[src/lpwp_pkg.sv]
// Purpose: Shared constants and types of the low power mode and write protect register bank.
// Assumes: APB slave with 32-bit data, one aligned word per register, 40 MHz system clock.
// Notes: Offsets, three field positions and five reset values live here; other field slices and resets are written as literals in the modules.
package lpwp_pkg;

    // Register byte offsets.
    localparam logic [7:0] OFS_STANDBY = 8'h00;
    localparam logic [7:0] OFS_MSTOP_A = 8'h04;
    localparam logic [7:0] OFS_MSTOP_B = 8'h08;
    localparam logic [7:0] OFS_MSTOP_C = 8'h0c;
    localparam logic [7:0] OFS_MSTOP_D = 8'h10;
    localparam logic [7:0] OFS_OP_POWER = 8'h14;
    localparam logic [7:0] OFS_SUB_POWER = 8'h18;
    localparam logic [7:0] OFS_OSC_WAIT = 8'h1c;
    localparam logic [7:0] OFS_RET_CLOCK = 8'h20;
    localparam logic [7:0] OFS_PROTECT = 8'h24;
    localparam logic [7:0] OFS_SW_RESET = 8'h28;
    localparam logic [7:0] OFS_STATUS = 8'h2c;

    // Field positions.
    localparam int POS_SELECT = 15;
    localparam int POS_OUT_EN = 14;
    localparam int POS_DEEP_SLEEP = 31;

    // Reset values.
    localparam logic [31:0] RST_MSTOP = 32'hffff_ffff;
    localparam logic [2:0] RST_OP_MODE = 3'h0;
    localparam logic [4:0] RST_OSC_WAIT = 5'h00;
    localparam logic [2:0] RST_RET_CLOCK = 3'h0;
    localparam logic [3:0] RST_PROTECT = 4'h0;

    // Supported codes.
    localparam logic [2:0] OPM_HIGH = 3'h0;
    localparam logic [2:0] OPM_MIDDLE = 3'h2;
    localparam logic [4:0] OSC_WAIT_LAST = 5'h07;
    localparam logic [2:0] RCK_LOW_OSC = 3'h0;
    localparam logic [2:0] RCK_HIGH_OSC = 3'h1;
    localparam logic [2:0] RCK_MAIN_OSC = 3'h2;

    // Effective operating speed reported to the clock logic.
    localparam logic [1:0] SPEED_HIGH = 2'h0;
    localparam logic [1:0] SPEED_MIDDLE = 2'h1;
    localparam logic [1:0] SPEED_LOW = 2'h2;

    // Oscillator stabilisation waits in oscillator cycles.
    localparam int WAIT_CODE0 = 2;
    localparam int WAIT_CODE1 = 1024;
    localparam int WAIT_CODE2 = 2048;
    localparam int WAIT_CODE3 = 4096;
    localparam int WAIT_CODE4 = 8192;
    localparam int WAIT_CODE5 = 16384;
    localparam int WAIT_CODE6 = 32768;
    localparam int WAIT_CODE7 = 65536;
    localparam int WAIT_WIDTH = 17;

    // Low power sequencer states, one-hot.
    typedef enum logic [4:0] {
        LPWP_RUN = 5'b00001,
        LPWP_SLEEP = 5'b00010,
        LPWP_DEEP = 5'b00100,
        LPWP_STANDBY = 5'b01000,
        LPWP_OSC_WAIT = 5'b10000
    } lpwp_state_t;

endpackage

[src/lpwp_wait_timer.sv]
// Purpose: Down counter that times the oscillator stabilisation wait.
// Assumes: Load and count on the system clock; the count is at least one.
// Notes: The done pulse comes exactly count cycles after the load edge.
`timescale 1ns/1ps
module lpwp_wait_timer #(
    parameter int WIDTH = 17
) (
    // Clock and reset.
    input wire logic clk_in,
    input wire logic rst_in,
    // Control.
    input wire logic load_in,
    input wire logic [WIDTH-1:0] count_in,
    // Status.
    output logic busy_out,
    output logic done_out
);
    // A counter narrower than two bits is refused.
    if (WIDTH < 2) begin : g_check
        $error("lpwp_wait_timer: WIDTH must be at least 2.");
    end

    logic [WIDTH-1:0] cnt_r; // Remaining cycles.
    logic [WIDTH-1:0] cnt_nxt;
    logic busy_r; // Counting.
    logic busy_nxt;
    logic done_r; // One-cycle end marker.
    logic done_nxt;

    // Next-state logic: a load restarts the count even while busy.
    always_comb begin
        cnt_nxt = cnt_r;
        busy_nxt = busy_r;
        done_nxt = 1'b0;
        if (load_in) begin
            cnt_nxt = count_in;
            busy_nxt = 1'b1;
        end else if (busy_r) begin
            if (cnt_r <= WIDTH'(1)) begin
                // Last cycle of the wait.
                busy_nxt = 1'b0;
                done_nxt = 1'b1;
                cnt_nxt = '0;
            end else begin
                cnt_nxt = cnt_r - WIDTH'(1);
            end
        end
    end

    // State registers.
    always_ff @(posedge clk_in) begin
        if (rst_in) begin
            cnt_r <= '0;
            busy_r <= 1'b0;
            done_r <= 1'b0;
        end else begin
            cnt_r <= cnt_nxt;
            busy_r <= busy_nxt;
            done_r <= done_nxt;
        end
    end

    assign busy_out = busy_r;
    assign done_out = done_r;
endmodule

[src/lpwp_regs.sv]
// Purpose: Low power mode control and register write protection, reached over APB.
// Assumes: Wait and wake requests come from core logic on the same clock.
// Notes: Zero wait state slave; unmapped addresses answer with pslverr.
`timescale 1ns/1ps
module lpwp_regs
    import lpwp_pkg::*;
#(
    // Waits above 4096 cycles, shortenable for simulation.
    parameter int WAIT_8192 = WAIT_CODE4,
    parameter int WAIT_16384 = WAIT_CODE5,
    parameter int WAIT_32768 = WAIT_CODE6,
    parameter int WAIT_65536 = WAIT_CODE7
) (
    // Clock and reset.
    input wire logic clk_in,
    input wire logic rst_in,
    // APB slave.
    input wire logic psel_in,
    input wire logic penable_in,
    input wire logic pwrite_in,
    input wire logic [7:0] paddr_in,
    input wire logic [31:0] pwdata_in,
    output logic [31:0] prdata_out,
    output logic pready_out,
    output logic pslverr_out,
    // Core events.
    input wire logic wait_exec_in,
    input wire logic wake_in,
    // Low power status.
    output logic cpu_stop_out,
    output logic sleep_out,
    output logic deep_sleep_out,
    output logic standby_out,
    output logic bus_float_out,
    output logic bus_hold_out,
    output logic [1:0] speed_out,
    output logic [2:0] return_clock_out,
    // Module stop lines.
    output logic [31:0] module_stop_a_out,
    output logic [31:0] module_stop_b_out,
    output logic [31:0] module_stop_c_out,
    output logic [31:0] module_stop_d_out,
    // Write permission for registers held elsewhere, and the software reset pulse.
    output logic clock_regs_write_ok_out,
    output logic mode_regs_write_ok_out,
    output logic low_power_timer_write_ok_out,
    output logic voltage_detect_write_ok_out,
    output logic software_reset_out
);
    // The timer must hold the longest wait.
    if (WAIT_65536 < 1 || WAIT_65536 >= (1 << WAIT_WIDTH) || WAIT_8192 < 1
            || WAIT_16384 < 1 || WAIT_32768 < 1) begin : g_check
        $error("lpwp_regs: wait parameters out of range.");
    end

    // Register state.
    logic select_r; // Wait enters software standby when set.
    logic select_nxt;
    logic out_en_r; // Bus outputs hold in standby when set.
    logic out_en_nxt;
    logic [31:0] mstop_a_r;
    logic [31:0] mstop_a_nxt;
    logic [31:0] mstop_b_r;
    logic [31:0] mstop_b_nxt;
    logic [31:0] mstop_c_r; // Top bit is deep sleep enable.
    logic [31:0] mstop_c_nxt;
    logic [31:0] mstop_d_r;
    logic [31:0] mstop_d_nxt;
    logic [2:0] op_mode_r;
    logic [2:0] op_mode_nxt;
    logic sub_mode_r;
    logic sub_mode_nxt;
    logic [4:0] osc_wait_r;
    logic [4:0] osc_wait_nxt;
    logic [2:0] ret_clock_r;
    logic [2:0] ret_clock_nxt;
    logic [3:0] protect_r;
    logic [3:0] protect_nxt;
    logic swrst_r;
    logic swrst_nxt;
    logic [31:0] rdata_r;
    logic [31:0] rdata_nxt;

    // Sequencer state.
    lpwp_state_t state_r;
    lpwp_state_t state_nxt;
    logic float_r;
    logic float_nxt;
    logic hold_r;
    logic hold_nxt;
    logic [1:0] speed_r;
    logic [1:0] speed_nxt;
    logic timer_load;
    logic [WAIT_WIDTH-1:0] timer_count;
    logic timer_busy;
    logic timer_done;

    // Bus decode.
    logic access; // Access phase of any transfer.
    logic wr_cycle; // Write takes effect this edge.
    logic mapped; // Address hits a register.
    logic mode_ok; // Protect bit 1 permits writes.

    assign access = psel_in && penable_in;
    assign wr_cycle = access && pwrite_in && mapped;
    assign mode_ok = protect_r[1];

    // Address decode; only aligned words of the map respond.
    always_comb begin
        case (paddr_in)
            OFS_STANDBY, OFS_MSTOP_A, OFS_MSTOP_B, OFS_MSTOP_C, OFS_MSTOP_D,
            OFS_OP_POWER, OFS_SUB_POWER, OFS_OSC_WAIT, OFS_RET_CLOCK,
            OFS_PROTECT, OFS_SW_RESET, OFS_STATUS: begin
                mapped = 1'b1;
            end
            default: begin
                mapped = 1'b0;
            end
        endcase
    end

    // Oscillator wait code to stabilisation cycles, counted on the system clock.
    function automatic logic [WAIT_WIDTH-1:0] wait_cycles(input logic [4:0] code);
        int n;
        case (code)
            5'h00: n = WAIT_CODE0;
            5'h01: n = WAIT_CODE1;
            5'h02: n = WAIT_CODE2;
            5'h03: n = WAIT_CODE3;
            5'h04: n = WAIT_8192;
            5'h05: n = WAIT_16384;
            5'h06: n = WAIT_32768;
            default: n = WAIT_65536;
        endcase
        return n[WAIT_WIDTH-1:0];
    endfunction

    // Register writes. A refused write keeps every bit and raises no error,
    // so software that forgets the protect bit sees only a missing effect.
    always_comb begin
        select_nxt = select_r;
        out_en_nxt = out_en_r;
        mstop_a_nxt = mstop_a_r;
        mstop_b_nxt = mstop_b_r;
        mstop_c_nxt = mstop_c_r;
        mstop_d_nxt = mstop_d_r;
        op_mode_nxt = op_mode_r;
        sub_mode_nxt = sub_mode_r;
        osc_wait_nxt = osc_wait_r;
        ret_clock_nxt = ret_clock_r;
        protect_nxt = protect_r;
        swrst_nxt = 1'b0;
        if (wr_cycle) begin
            case (paddr_in)
                OFS_STANDBY: begin
                    if (mode_ok) begin
                        select_nxt = pwdata_in[POS_SELECT];
                        out_en_nxt = pwdata_in[POS_OUT_EN];
                    end
                end
                OFS_MSTOP_A: begin
                    if (mode_ok) begin
                        mstop_a_nxt = pwdata_in;
                    end
                end
                OFS_MSTOP_B: begin
                    if (mode_ok) begin
                        mstop_b_nxt = pwdata_in;
                    end
                end
                OFS_MSTOP_C: begin
                    if (mode_ok) begin
                        mstop_c_nxt = pwdata_in;
                    end
                end
                OFS_MSTOP_D: begin
                    if (mode_ok) begin
                        mstop_d_nxt = pwdata_in;
                    end
                end
                OFS_OP_POWER: begin
                    // Unsupported mode codes are dropped rather than stored.
                    if (mode_ok && (pwdata_in[2:0] == OPM_HIGH
                            || pwdata_in[2:0] == OPM_MIDDLE)) begin
                        op_mode_nxt = pwdata_in[2:0];
                    end
                end
                OFS_SUB_POWER: begin
                    if (mode_ok) begin
                        sub_mode_nxt = pwdata_in[0];
                    end
                end
                OFS_OSC_WAIT: begin
                    // Codes above the last supported one are unavailable.
                    if (mode_ok && pwdata_in[4:0] <= OSC_WAIT_LAST) begin
                        osc_wait_nxt = pwdata_in[4:0];
                    end
                end
                OFS_RET_CLOCK: begin
                    if (mode_ok && pwdata_in[2:0] <= RCK_MAIN_OSC) begin
                        ret_clock_nxt = pwdata_in[2:0];
                    end
                end
                OFS_PROTECT: begin
                    // The protect register itself is always writable.
                    protect_nxt = pwdata_in[3:0];
                end
                OFS_SW_RESET: begin
                    swrst_nxt = mode_ok;
                end
                default: begin
                    // Status is read only; writes to it are ignored.
                end
            endcase
        end
    end

    // Read data, captured at the setup edge so it stands through the access.
    always_comb begin
        rdata_nxt = rdata_r;
        if (psel_in && !penable_in && !pwrite_in) begin
            rdata_nxt = 32'h0000_0000;
            case (paddr_in)
                OFS_STANDBY: begin
                    rdata_nxt[POS_SELECT] = select_r;
                    rdata_nxt[POS_OUT_EN] = out_en_r;
                end
                OFS_MSTOP_A: rdata_nxt = mstop_a_r;
                OFS_MSTOP_B: rdata_nxt = mstop_b_r;
                OFS_MSTOP_C: rdata_nxt = mstop_c_r;
                OFS_MSTOP_D: rdata_nxt = mstop_d_r;
                OFS_OP_POWER: rdata_nxt[2:0] = op_mode_r;
                OFS_SUB_POWER: rdata_nxt[0] = sub_mode_r;
                OFS_OSC_WAIT: rdata_nxt[4:0] = osc_wait_r;
                OFS_RET_CLOCK: rdata_nxt[2:0] = ret_clock_r;
                OFS_PROTECT: rdata_nxt[3:0] = protect_r;
                OFS_STATUS: begin
                    rdata_nxt[4:0] = state_r;
                    rdata_nxt[5] = timer_busy;
                    rdata_nxt[7:6] = speed_r;
                end
                default: begin
                    // Software reset and unmapped words read as zero.
                end
            endcase
        end
    end

    // Register bank flip-flops.
    always_ff @(posedge clk_in) begin
        if (rst_in) begin
            select_r <= 1'b0;
            out_en_r <= 1'b0;
            mstop_a_r <= RST_MSTOP;
            mstop_b_r <= RST_MSTOP;
            mstop_c_r <= RST_MSTOP;
            mstop_d_r <= RST_MSTOP;
            op_mode_r <= RST_OP_MODE;
            sub_mode_r <= 1'b0;
            osc_wait_r <= RST_OSC_WAIT;
            ret_clock_r <= RST_RET_CLOCK;
            protect_r <= RST_PROTECT;
            swrst_r <= 1'b0;
            rdata_r <= 32'h0000_0000;
        end else begin
            select_r <= select_nxt;
            out_en_r <= out_en_nxt;
            mstop_a_r <= mstop_a_nxt;
            mstop_b_r <= mstop_b_nxt;
            mstop_c_r <= mstop_c_nxt;
            mstop_d_r <= mstop_d_nxt;
            op_mode_r <= op_mode_nxt;
            sub_mode_r <= sub_mode_nxt;
            osc_wait_r <= osc_wait_nxt;
            ret_clock_r <= ret_clock_nxt;
            protect_r <= protect_nxt;
            swrst_r <= swrst_nxt;
            rdata_r <= rdata_nxt;
        end
    end

    // Low power sequencer. Standby stops the main oscillator, so leaving it
    // waits out the stabilisation time before the core runs again.
    always_comb begin
        state_nxt = state_r;
        timer_load = 1'b0;
        timer_count = wait_cycles(osc_wait_r);
        case (state_r)
            LPWP_RUN: begin
                if (wait_exec_in) begin
                    if (select_r) begin
                        state_nxt = LPWP_STANDBY;
                    end else if (mstop_c_r[POS_DEEP_SLEEP]) begin
                        state_nxt = LPWP_DEEP;
                    end else begin
                        state_nxt = LPWP_SLEEP;
                    end
                end
            end
            LPWP_SLEEP, LPWP_DEEP: begin
                if (wake_in) begin
                    state_nxt = LPWP_RUN;
                end
            end
            LPWP_STANDBY: begin
                if (wake_in) begin
                    state_nxt = LPWP_OSC_WAIT;
                    timer_load = 1'b1;
                end
            end
            LPWP_OSC_WAIT: begin
                if (timer_done) begin
                    state_nxt = LPWP_RUN;
                end
            end
            default: begin
                state_nxt = LPWP_RUN;
            end
        endcase
    end

    // Registered bus mode outputs follow the next state, so they change on
    // the same edge as the state itself.
    always_comb begin
        float_nxt = (state_nxt == LPWP_STANDBY) && !out_en_r;
        hold_nxt = (state_nxt == LPWP_STANDBY) && out_en_r;
        if (sub_mode_r) begin
            speed_nxt = SPEED_LOW;
        end else if (op_mode_r == OPM_MIDDLE) begin
            speed_nxt = SPEED_MIDDLE;
        end else begin
            speed_nxt = SPEED_HIGH;
        end
    end

    // Sequencer flip-flops.
    always_ff @(posedge clk_in) begin
        if (rst_in) begin
            state_r <= LPWP_RUN;
            float_r <= 1'b0;
            hold_r <= 1'b0;
            speed_r <= SPEED_HIGH;
        end else begin
            state_r <= state_nxt;
            float_r <= float_nxt;
            hold_r <= hold_nxt;
            speed_r <= speed_nxt;
        end
    end

    // Stabilisation timer.
    lpwp_wait_timer #(
        .WIDTH(WAIT_WIDTH)
    ) u_wait_timer (
        .clk_in(clk_in),
        .rst_in(rst_in),
        .load_in(timer_load),
        .count_in(timer_count),
        .busy_out(timer_busy),
        .done_out(timer_done)
    );

    // APB answer: always ready, error only on unmapped words.
    assign pready_out = 1'b1;
    assign pslverr_out = access && !mapped;
    assign prdata_out = rdata_r;

    // Status and control outputs.
    assign cpu_stop_out = (state_r != LPWP_RUN);
    assign sleep_out = (state_r == LPWP_SLEEP);
    assign deep_sleep_out = (state_r == LPWP_DEEP);
    assign standby_out = (state_r == LPWP_STANDBY);
    assign bus_float_out = float_r;
    assign bus_hold_out = hold_r;
    assign speed_out = speed_r;
    assign return_clock_out = ret_clock_r;
    assign module_stop_a_out = mstop_a_r;
    assign module_stop_b_out = mstop_b_r;
    assign module_stop_c_out = mstop_c_r;
    assign module_stop_d_out = mstop_d_r;
    assign clock_regs_write_ok_out = protect_r[0];
    assign mode_regs_write_ok_out = protect_r[1];
    assign low_power_timer_write_ok_out = protect_r[2];
    assign voltage_detect_write_ok_out = protect_r[3];
    assign software_reset_out = swrst_r;
endmodule

[config.mk]
export PLATFORM = sky130hd
export DESIGN_NAME = lpwp_regs
export DESIGN_NICKNAME = d
export VERILOG_FILES = /design/src/lpwp_pkg.sv /design/src/lpwp_wait_timer.sv /design/src/lpwp_regs.sv
export SDC_FILE = /design/constraint.sdc
export NUM_CORES = 1
export LEC_CHECK = 0
export ABC_AREA = 1
export BUFFER_PORTS_ARGS = -buffer_cell sky130_fd_sc_hd__buf_2
export CAP_MARGIN = 20
export CORE_ASPECT_RATIO = 1.75
export CORE_MARGIN = 2
export CORE_UTILIZATION = 25
export CTS_BUF_LIST = sky130_fd_sc_hd__clkbuf_4
export DETAILED_ROUTE_END_ITERATION = 10
export PLACE_DENSITY = 0.5
export SLEW_MARGIN = 40
export SYNTH_ARGS = -nofsm -noshare
export SYNTH_HDL_FRONTEND = slang
export SYNTH_SLANG_ARGS = --single-unit
[constraint.sdc]
create_clock -name clk_in -period 2.4 [get_ports clk_in]
set_clock_uncertainty 0.1 [all_clocks]
set_input_delay 0.48 -clock clk_in [delete_from_list [all_inputs] [get_ports clk_in]]
set_output_delay 0.48 -clock clk_in [all_outputs]
set_load 0.02 [all_outputs]
==> impl_results.md <==
- GRT Util Overall: 19.73%
- Setup TNS: 0 ns
- Clk sinks: 207
- Worst Setup End Kind: output pin
- Layout area overhead: 33.21%
- Initial antenna violation count: 1
- Slowest stage delay, CP: 0.72 ns
- Initial DRC Count: 546
- Post-route cell area: 12,000 um^2
- Global-route wire length before repair: 56,580 um
- Hold Vio Cnt, Final: 0
- Worst-path clk slew: 0.07 ns
- Kind of critical path: flip-flop to output pin
- DIE AREA: 37,630 um^2
- Pre-CTS WS: 0.07631 ns
- Fmax: 0.4325 GHz
- Yosys cell types: 41
- First drt pass iteration count: 5
- # nets final: 1,633
- Worst reg2reg path depth: 4
- DR vias: 9,850
- Antenna Nets Post-Route: 0
- Largest net degree at the start of global routing: 66
- Min-delay worst type: input port to flip-flop
- Number of stages on the worst setup path: 1
- Routed len/inst: 18.20 um
- Critical Path Start Type: flip-flop
- Max-slew headroom at the worst pin: 58.67%
- GRT met1 Usage: 20.72%
- Grt ovf: 0
- Tot Pwr: 6.929 mW
- Mapped Avg Cell Area: 7.005 um^2
- Avg Vias per Cell: 4.724
- Final hold slack: 0.05788 ns
- CP max stage cell: dfxtp_1
- Post-route setup slack: 0.08778 ns
- CTS tree: yes
- Initial Util: 25.16%
- Top Usage Layer GRT: met2
- Final count of negative-setup-slack endpoints: 0
- Max Root-Sink Buffers: 3
- Die Span X: 147.5 um
- Number of synthesized register bits: 207
- Syn Nets: 1,335
- Final wirelength: 37,940 um
- Leak Pwr: 5.732 nW
- Crit-path leading delay family: flip-flops
- CP Cell Sequence: buf_2
- Ys Warns: 0
- Period Utilization, post-route: 96.34%
- Drc violations: 0
- WP data required: 1.82 ns
- CP Buf/Inv Count: 1
- Vias in the first global route: 9,761
- Commonest non-fill, non-tap cell in the layout: nand2_1
- Max VDD drop: 0.0002784 V
- Max Cap Viol: 0
- Core ar.: 35,800 um^2
- Fill cells: 3,855
- Reg2reg end: module_stop_d_out[25]
- Pins over their slew limit: 0
- PD cells: 577.4 nW/um^2
- Num ports: 225
- Grt met2 use: 36.26%
- Share of layout cells above drive strength 1: 24.41%
- Post-DP HPWL: 26,900 um
- Die Span Y: 255.1 um
- Minimum clock period: 2.312 ns
- Register area share after synthesis: 46.00%
- Critical path startpoint: protect_r[1]
- R2r startpoint: protect_r[1]
- Footprint of the multi-input gates: 4309 um^2
- CTS buffer count: 54
- Critical path fanouts, max: 13
- Crit path DAT: 1.73 ns
- Critical Path End: mode_regs_write_ok_out
- Synth Instances: 1,286
- I/O Buffers: 223
- Unrepaired setup endpoints after global routing: no
- Rows: 92
- CTS H-tree depth: 2
- Worst-Margin Slew: 0.6192 ns
- Cell Area, Placed: 11,000 um^2
- Register area: 4144 um^2
- Met3 usage: 4.011%
- Synth Cell Area: 9009 um^2
- Commonest non-fill, non-tap cells in the layout: nand2_1, buf_2, dfxtp_1
- Reg2Reg Setup Slack: 0.49 ns
- Clock latency at the later pin of the worst-skew pair: 0.73 ns
- RePlAce Congestion: 0.8564
- Status: completed
- Root Buffer Master: clkbuf_4
-- repair_timing --
action | in CTS | in global routing
hold endpoints to repair | 140 | 0
pin swaps | 1 | 1
buffers inserted | 1 | 0
hold buffers | 33 | 0
gates resized for setup | 2 | 3
endpoints found under the setup margin | 1 | 3
-- layer usage --
metal,routed length [um],vias up
li1,-,4789
met1,14050,4594
met2,19800,359
met3,2071,108
met4,2020,0
met5,0,-
-- how the worst min path moves through the flow --
stage	start	to	slack (ns)	cells past startpoint
2_1_floorplan	sub_mode_r	speed_out[0]	0.32	1
3_3_place_gp	osc_wait_r[4]	osc_wait_r[4]	0.34	2
3_5_place_dp	osc_wait_r[4]	osc_wait_r[4]	0.35	2
4_1_cts	rst_in	module_stop_a_out[15]	0.01	3
5_1_grt	rst_in	module_stop_a_out[15]	0.04	3
6_report	rst_in	module_stop_a_out[15]	0.06	3
-- cell type report --
type,count,share of cell area (%)
diodes,1,0.02085
clock buffers,77,4.817
clock inverters,9,0.5317
inverters,74,2.336
multi-input cells,931,35.91
flip-flops and latches,207,34.53
well taps,470,4.900
repair buffers,316,16.95
-- power breakdown --
part	internal, mW	leakage (nW)	switching (mW)
sequential	3.45	1.67	0.0122
combinational	0.149	3.66	0.263
clock	1.56	0.393	1.50
-- registers in the layout, indices dropped and copies added (netlist names), 2 cells and up --
name                flops
module_stop_a_out      32
module_stop_b_out      32
module_stop_c_out      32
module_stop_d_out      32
op_mode_r               3
osc_wait_r              5
prdata_out             32
protect_r               4
return_clock_out        3
speed_out               2
state_r                 5
u_wait_timer.cnt_r     17
-- metrics by stage --
step / std cells / utilization, %
final: 2085 / 33.52
after floorplan: 1286 / -
after CTS: 2084 / 33.49
after global routing: 2085 / 33.52
after global placement: 1964 / 30.72
after detailed placement: 1964 / 30.72
-- synthesized netlist by cell type, drive strengths merged --
cell | number | area (um^2)
nand4 | 14 | 108.9
nand3 | 171 | 865.8
inv | 73 | 274.0
o2bb2ai | 1 | 8.760
nand2 | 478 | 1799
o21a | 2 | 15.01
xnor2 | 4 | 35.03
o22ai | 1 | 6.260
clkbuf | 51 | 191.4
ha | 2 | 25.02
xor2 | 9 | 78.83
nor2 | 88 | 367.9
nor3 | 10 | 50.05
a22oi | 3 | 22.52
or2 | 1 | 6.260
o21bai | 1 | 7.510
o211ai | 2 | 15.01
nand3b | 7 | 52.55
buf | 23 | 135.1
a31oi | 1 | 6.260
o21ai | 41 | 205.2
nor3b | 1 | 7.510
conb | 1 | 3.750
a221oi | 3 | 26.28
dfxtp | 207 | 4144
clkinv | 1 | 3.750
a41oi | 2 | 17.52
a21oi | 63 | 315.3
a22o | 23 | 201.4
nor4 | 2 | 12.51
-- kinds of logic (layout without fill, tap and decap cells) --
| logic type | Yosys count | count (layout) | share of synthesized area (%) |
|---|---|---|---|
| AOI/OAI and AO/OA | 143 | 143 | 9.403 |
| xor gates and xnor gates | 13 | 13 | 1.264 |
| adders and majority gates | 2 | 2 | 0.2777 |
| buffers and inverters | 148 | 476 | 6.708 |
| DFF | 207 | 207 | 46.00 |
| other | 1 | 2 | 0.04163 |
| and+or+nand+nor | 772 | 772 | 36.31 |
No activity file was read; power rests on OpenSTA's default activity.
